**config.mk**
```make
export PLATFORM = sky130hd
export DESIGN_NAME = intc_ctrl_flat
export DESIGN_NICKNAME = d
export VERILOG_FILES = /design/src/hdl/intc_pkg.sv /design/src/hdl/intc_if.sv /design/src/hdl/intc_ctrl.sv /design/src/flat_wrapper.sv
export SDC_FILE = /design/constraint.sdc
export NUM_CORES = 1
export LEC_CHECK = 0
export BUFFER_PORTS_ARGS = -buffer_cell sky130_fd_sc_hd__buf_4
export CORE_AREA = 2 2 86 88
export CTS_BUF_LIST = sky130_fd_sc_hd__clkbuf_8
export DETAILED_ROUTE_END_ITERATION = 12
export DIE_AREA = 0 0 88 90
export PLACE_DENSITY = 0.81
export SETUP_SLACK_MARGIN = 0.4
export SYNTH_ARGS = -nofsm -noshare
export SYNTH_HDL_FRONTEND = slang
export SYNTH_SLANG_ARGS = --single-unit
export TNS_END_PERCENT = 20
```
**constraint.sdc**
```tcl
create_clock -name mclk -period 3 [get_ports mclk]
set_input_delay 0.75 -clock mclk [delete_from_list [all_inputs] [get_ports mclk]]
set_output_delay 0.75 -clock mclk [all_outputs]
set_load 0.1 [all_outputs]
```
**src/hdl/intc_pkg.sv**
```systemverilog
// shared constants and types for the cascaded interrupt controller pair
package intc_pkg;
	localparam int LINES_PER_UNIT = 8;
	localparam int UNIT_COUNT = 2;
	localparam int TOTAL_LINES = 16;
	localparam int USABLE_LINES = 13;
	// lines reserved for the cascade and system use, never offered
	localparam logic [15:0] USABLE_MASK = 16'hFFE3;
	localparam logic [15:0] RESET_MASK = 16'hFFFF;
	// mask and eoi ports of both units, and their vector bases
	localparam logic [7:0] MASK_PORT_PRI = 8'h21;
	localparam logic [7:0] MASK_PORT_SEC = 8'hA1;
	localparam logic [7:0] EOI_PORT_PRI = 8'h20;
	localparam logic [7:0] EOI_PORT_SEC = 8'hA0;
	localparam logic [7:0] EOI_CMD = 8'h20;
	localparam logic [7:0] VECTOR_BASE_PRI = 8'h08;
	localparam logic [7:0] VECTOR_BASE_SEC = 8'h70;
	localparam logic [7:0] IDLE_VECTOR = 8'hFF;
	// least request spacing and the clock rate
	localparam int REQ_SPACING_NS = 125;
	localparam int CLK_PERIOD_NS = 100;
	localparam int REQ_SPACING_CYC =
		(REQ_SPACING_NS + CLK_PERIOD_NS - 1) / CLK_PERIOD_NS;
	typedef enum logic [1:0] {
		HOST_IDLE = 2'b00,
		HOST_ACK  = 2'b01,
		HOST_RUN  = 2'b11,
		HOST_EOI  = 2'b10
	} host_state_t;
endpackage

```
**src/hdl/intc_if.sv**
```systemverilog
// link between the controller pair and the host processor
`timescale 1ns/10ps
`default_nettype none
interface intc_if;
	logic       irq;      // controller asks for service
	logic       ack;      // host takes the vector (pulse)
	logic [7:0] vector;   // winning vector, valid one cycle after irq rises
	logic       io_wr;    // host io write strobe
	logic       io_rd;    // host io read strobe
	logic [7:0] io_addr;
	logic [7:0] io_wdata;
	logic [7:0] io_rdata;
	modport ctrl (output irq, output vector, output io_rdata,
		input ack, input io_wr, input io_rd, input io_addr,
		input io_wdata);
	modport host (input irq, input vector, input io_rdata,
		output ack, output io_wr, output io_rd, output io_addr,
		output io_wdata);
endinterface
`default_nettype wire

```
**src/hdl/intc_ctrl.sv**
```systemverilog
// cascaded priority interrupt controller pair, device end
`timescale 1ns/10ps
`default_nettype none
// Behaviour
// - rising isa line raises interrupt if unmasked
// - vector is 8 bits naming winner
// - host fetches handler from vector table
// - host saves and restores context
// - lower line number wins priority
// - higher request preempts one in service
// - two units, thirteen usable lines
// - sources space requests 125 ns apart
// - pci lines are level sensitive
// - fixed lines serve standard resources
// - one mask bit per line, set blocks
// - mask reached through port 21h
// - host issues end of interrupt command
module intc_ctrl
	import intc_pkg::*;
(
	// clock and reset
	input  wire logic        mclk,
	input  wire logic        sys_rst,
	// request lines and per-line trigger select (1 = level, pci)
	input  wire logic [15:0] irq_lines,
	input  wire logic [15:0] level_sel,
	// host side
	intc_if.ctrl             bus
);
	logic [15:0] line_q;
	logic [15:0] pend_q;
	logic [15:0] insvc_q;
	logic [15:0] mask_q;
	logic [7:0]  vector_q;
	logic [7:0]  rdata_q;
	logic [15:0] req_live;
	logic [15:0] cand;
	logic [15:0] svc_above;
	logic [4:0]  win_idx;
	logic [4:0]  top_svc;
	logic        eoi_hit;

	// previous level for edge detection
	always_ff @(posedge mclk) begin
		if (sys_rst)
			line_q <= 16'h0000;
		else
			line_q <= irq_lines;
	end

	// live request: level lines follow the pin, edge lines latch
	genvar g;
	generate
		for (g = 0; g < TOTAL_LINES; g++) begin : g_line
			assign req_live[g] = level_sel[g] ? irq_lines[g]
				: pend_q[g];
		end
	endgenerate

	// only unmasked usable lines compete
	assign cand = req_live & ~mask_q & USABLE_MASK;

	// priority: lowest number wins, and only above any in service
	always_comb begin
		win_idx = 5'd16;
		for (int i = TOTAL_LINES - 1; i >= 0; i--) begin
			if (cand[i])
				win_idx = 5'(i);
		end
		top_svc = 5'd16;
		for (int i = TOTAL_LINES - 1; i >= 0; i--) begin
			if (insvc_q[i])
				top_svc = 5'(i);
		end
		svc_above = 16'h0000;
		for (int i = 0; i < TOTAL_LINES; i++) begin
			svc_above[i] = (5'(i) < top_svc);
		end
	end

	// edge capture; a new edge wins over the ack clearing it
	always_ff @(posedge mclk) begin
		if (sys_rst)
			pend_q <= 16'h0000;
		else begin
			for (int i = 0; i < TOTAL_LINES; i++) begin
				if (!level_sel[i] && irq_lines[i] && !line_q[i])
					pend_q[i] <= 1'b1;
				else if (bus.ack && win_idx == 5'(i))
					pend_q[i] <= 1'b0;
			end
		end
	end

	assign eoi_hit = bus.io_wr && bus.io_wdata == EOI_CMD &&
		(bus.io_addr == EOI_PORT_PRI || bus.io_addr == EOI_PORT_SEC);

	// in-service bits: set on ack, highest cleared on eoi
	always_ff @(posedge mclk) begin
		if (sys_rst)
			insvc_q <= 16'h0000;
		else begin
			for (int i = 0; i < TOTAL_LINES; i++) begin
				if (bus.ack && win_idx == 5'(i))
					insvc_q[i] <= 1'b1;
				else if (eoi_hit && top_svc == 5'(i))
					insvc_q[i] <= 1'b0;
			end
		end
	end

	// mask registers: low byte primary, high byte secondary
	always_ff @(posedge mclk) begin
		if (sys_rst)
			mask_q <= RESET_MASK;
		else if (bus.io_wr && bus.io_addr == MASK_PORT_PRI)
			mask_q[7:0] <= bus.io_wdata;
		else if (bus.io_wr && bus.io_addr == MASK_PORT_SEC)
			mask_q[15:8] <= bus.io_wdata;
	end

	// read data register, unmapped ports read zero
	always_ff @(posedge mclk) begin
		if (sys_rst)
			rdata_q <= 8'h00;
		else if (bus.io_rd && bus.io_addr == MASK_PORT_PRI)
			rdata_q <= mask_q[7:0];
		else if (bus.io_rd && bus.io_addr == MASK_PORT_SEC)
			rdata_q <= mask_q[15:8];
		else if (bus.io_rd)
			rdata_q <= 8'h00;
	end

	// vector register follows the current winner
	always_ff @(posedge mclk) begin
		if (sys_rst)
			vector_q <= IDLE_VECTOR;
		else if (win_idx < 5'd8)
			vector_q <= VECTOR_BASE_PRI + {5'd0, win_idx[2:0]};
		else if (win_idx < 5'd16)
			vector_q <= VECTOR_BASE_SEC + {5'd0, win_idx[2:0]};
		else
			vector_q <= IDLE_VECTOR;
	end

	// irq is combinational so a preempting request shows at once;
	// the vector register lags one cycle, so the host waits REQ_SPACING_CYC (two) cycles
	assign bus.irq = (win_idx != 5'd16) && svc_above[win_idx[3:0]];
	assign bus.vector = vector_q;
	assign bus.io_rdata = rdata_q;
endmodule
`default_nettype wire

```
**src/flat_wrapper.sv**
```systemverilog
// flat-port wrapper written by rule: the top's interface ports become plain ports
module intc_ctrl_flat import intc_pkg::*;
  (mclk, sys_rst, irq_lines, level_sel, bus_irq, bus_vector, bus_io_rdata, bus_ack, bus_io_wr, bus_io_rd, bus_io_addr, bus_io_wdata);
  intc_if bus_i ();
  input  wire logic mclk;
  input  wire logic sys_rst;
  input  wire logic [15:0] irq_lines;
  input  wire logic [15:0] level_sel;
  output wire logic [$bits(bus_i.irq)-1:0] bus_irq;
  output wire logic [$bits(bus_i.vector)-1:0] bus_vector;
  output wire logic [$bits(bus_i.io_rdata)-1:0] bus_io_rdata;
  input wire logic [$bits(bus_i.ack)-1:0] bus_ack;
  input wire logic [$bits(bus_i.io_wr)-1:0] bus_io_wr;
  input wire logic [$bits(bus_i.io_rd)-1:0] bus_io_rd;
  input wire logic [$bits(bus_i.io_addr)-1:0] bus_io_addr;
  input wire logic [$bits(bus_i.io_wdata)-1:0] bus_io_wdata;
  assign bus_irq = bus_i.irq;
  assign bus_vector = bus_i.vector;
  assign bus_io_rdata = bus_i.io_rdata;
  assign bus_i.ack = bus_ack;
  assign bus_i.io_wr = bus_io_wr;
  assign bus_i.io_rd = bus_io_rd;
  assign bus_i.io_addr = bus_io_addr;
  assign bus_i.io_wdata = bus_io_wdata;
  intc_ctrl u_core (.mclk(mclk), .sys_rst(sys_rst), .irq_lines(irq_lines), .level_sel(level_sel), .bus(bus_i));
endmodule
```
==> impl_metrics.json <==
{
  "status": "finished with violations",
  "violations": "negative setup slack",
  "setup-violations-final": 1,
  "synth.top_cell.area_share": 0.418,
  "ys_seq_area_frac": 0.418,
  "power_uw": 1930,
  "drtAntennaViolNets": 0,
  "p_leak_uw": 0.00181,
  "pwr-share-seq": 0.511,
  "slew_headroom": 0.554,
  "finClkSkew_ns": 0.0206,
  "finalWeightedCongestion": 0.900,
  "yosys_warnings": 0,
  "endpoint_kind": "primary output",
  "slowest_stage": "mux2i_1",
  "slowest_delay_ns": 0.33,
  "root_buffer": "clkbuf_8",
  "vias": 3413,
  "grt_pass1_vias": 3178,
  "syn_area_um2": 3450,
  "rsz0062_at_grt": "yes",
  "synth_top_cell_by_area": "dfxtp_1",
  "power.share.switching": 0.246,
  "power_frac_comb": 0.087,
  "start_kind": "input pin",
  "viasPerCell": 5.51,
  "fp-row-count": 31,
  "clk_pin_slew_ns": 0.09,
  "start_util": 0.492,
  "die_h_um": 90,
  "wl_per_cell_um": 14.8,
  "intPower_uw": 1460,
  "tritoncts": "yes",
  "critPathKind": "input pin to primary output",
  "clockBufferDepth": 2,
  "drive_gt1_frac": 0.302,
  "yosys.area_share.simple": 0.285,
  "postCtsHoldBufs": 0,
  "boundaryPins": 70,
  "htree_levels": 3,
  "synth_xor_area_frac": 0,
  "power_switching_uw": 475,
  "power_density_nw_per_um2": 422,
  "synth_cell_types": 56,
  "ys.flop_type": "dfxtp_1",
  "synth_top_family_by_area": "simple AND/OR/NAND/NOR gates",
  "fmax_mhz": 284,
  "muxShareOfSynthArea": 0.0642,
  "critical_path.top_delay_family": "compound AO/OA/AOI/OAI gates",
  "synth_compound_area_frac": 0.202,
  "overflow": 0,
  "syn_inst": 415,
  "grt.total_usage": 0.233,
  "clock-sinks": 72,
  "final_nets": 568,
  "antenna_found_initial": 0,
  "drt_first_pass_iters": 5,
  "crit_chain": "buf_4, mux2i_1, o22ai_1, a311o_1, or2_1, a311oi_2, o22ai_2, a211oi_4, buf_12",
  "synthTopCellsByCount": "dfxtp_1 (72), nor2_1 (52), nand2_1 (51)",
  "tightest_slew_ns": 0.669,
  "die_width_um": 88,
  "cts-buffers-inserted": 9,
  "grt_max_degree": 71,
  "ys_async_sr_fraction": 0,
  "maxSlewViolCount": 0,
  "maxCapViolCount": 0,
  "worst_skew_pair.late_latency_ns": 0.35,
  "peakVddDrop_v": 0.000231,
  "crit_buf_inv": 2,
  "finalCritPeriodShare": 1.17,
  "drt_iter0_drc": 156,
  "synth_seq_cells": 72,
  "synth_most_common_cell": "dfxtp_1",
  "area_growth_pct": 32.5,
  "portBuffers": 63,
  "critPathRequiredTime_ns": 2.25,
  "synth_enable_flop_cells": 0,
  "avgSynthCellArea_um2": 8.32,
  "synth_fp_nets": 468,
  "grt_first_pass_wirelength_mm": 14.6,
  "timing.final.ws_setup_ns": -0.519,
  "pwr-share-clk": 0.402,
  "synth_fa_ha_area_frac": 0,
  "core-area_um2": 7020,
  "period_needed_ns": 3.52,
  "fin_tns_setup_ns": -0.519,
  "synth.area.top_cells": "dfxtp_1 (42%), nor2_1 (5.7%), nand2_1 (5.5%), a21oi_1 (4.8%), mux2i_1 (3.5%)",
  "routed_wirelength_mm": 9.15,
  "crit_arrival_ns": 2.77,
  "crit_fanout": 2,
  "die_area_um2": 7920,
  "hp-class": "flop to flop",
  "post-route-util": 0.652,
  "hold_violations": 0,
  "n_fill_cell": 610,
  "hpwl_mm": 6.93,
  "route.detailed.drc": 0,
  "antennaDiodeCount": 0
}
[routing by layer]
layer	GRT usage	up-vias	share of wire
met5	0	-	0
met4	0.100	0	0.029
met3	0.0367	25	0.060
met2	0.357	133	0.45
met1	0.323	1580	0.46
li1	-	1675	-
[per-stage QoR]
stage	setup slack, ns	hold WS [ns]	instances	cell area, µm²
6_report	-0.519	0.474	619	4580
5_1_grt	-0.602	0.493	619	4580
4_1_cts	-0.465	0.476	618	4530
3_5_place_dp	-0.565	0.456	600	4280
3_3_place_gp	-0.565	0.445	600	4280
2_1_floorplan	-0.743	0.434	415	3470
[power groups by stage]
stage,logic (µW),clock network (µW),registers (µW)
after floorplan,72.5,0,1010
after global placement,157,0,1010
after detailed placement,162,0,1010
after CTS,166,789,987
after global routing,183,819,989
final,168,775,987
[tightest hold or removal path: cells and delay by family, from the launching register on]
kind	cells	cell delay, ns
AOI/OAI and AO/OA	1	0.05
DFF	1	0.32
and+or+nand+nor	1	0.06
[worst paths after layout]
check / startpoint / end / slack (ns) / cells after the start
max: level_sel[9] / bus_irq / -0.52 / 9
min: u_core.bus.io_rdata[4] / u_core.bus.io_rdata[4] / 0.47 / 2
max reg2reg: u_core.pend_q[14] / u_core.pend_q[11] / 0.72 / 9
min reg2reg: u_core.bus.io_rdata[4] / u_core.bus.io_rdata[4] / 0.47 / 2
[layout make-up]
type | count | area (µm²) | share of cell area
well taps | 99 | 124 | 0.0271
clock buffers | 9 | 124 | 0.0271
multi-input cells | 318 | 1970 | 0.430
flip-flops and latches | 72 | 1440 | 0.315
inverters | 8 | 30.0 | 0.00656
clock inverters | 7 | 81.3 | 0.0178
repair buffers | 106 | 808 | 0.177
[timing repair]
item / 4_1_cts / 5_1_grt
gates resized for setup: 7 / 9
setup endpoints to repair: 1 / 3
buffers inserted: 2 / 1
pin swaps: 2 / 5
[registers in the layout (all words and copies together) (netlist names)]
name,flops
u_core.bus.io_rdata,8
u_core.pend_q,13
u_core.mask_q,16
u_core.bus.vector,6
u_core.line_q,13
u_core.insvc_q,16
[cells in the final DEF (no fill, tap or decap), drive strengths merged, types with 11 or more instances in the layout]
cell,instances
dfxtp,72
nor2b,19
nand3b,11
nand2,51
nor2,53
nand3,14
a21oi,33
mux2i,12
nand2b,14
buf,106
o21ai,20
[cell families after synthesis]
| kind of cell | Yosys count |
|---|---|
| compound gates | 102 |
| simple gates | 195 |
| mux | 21 |
| flops | 72 |
| buf+inv | 25 |
(Power assumes the default switching activity.)
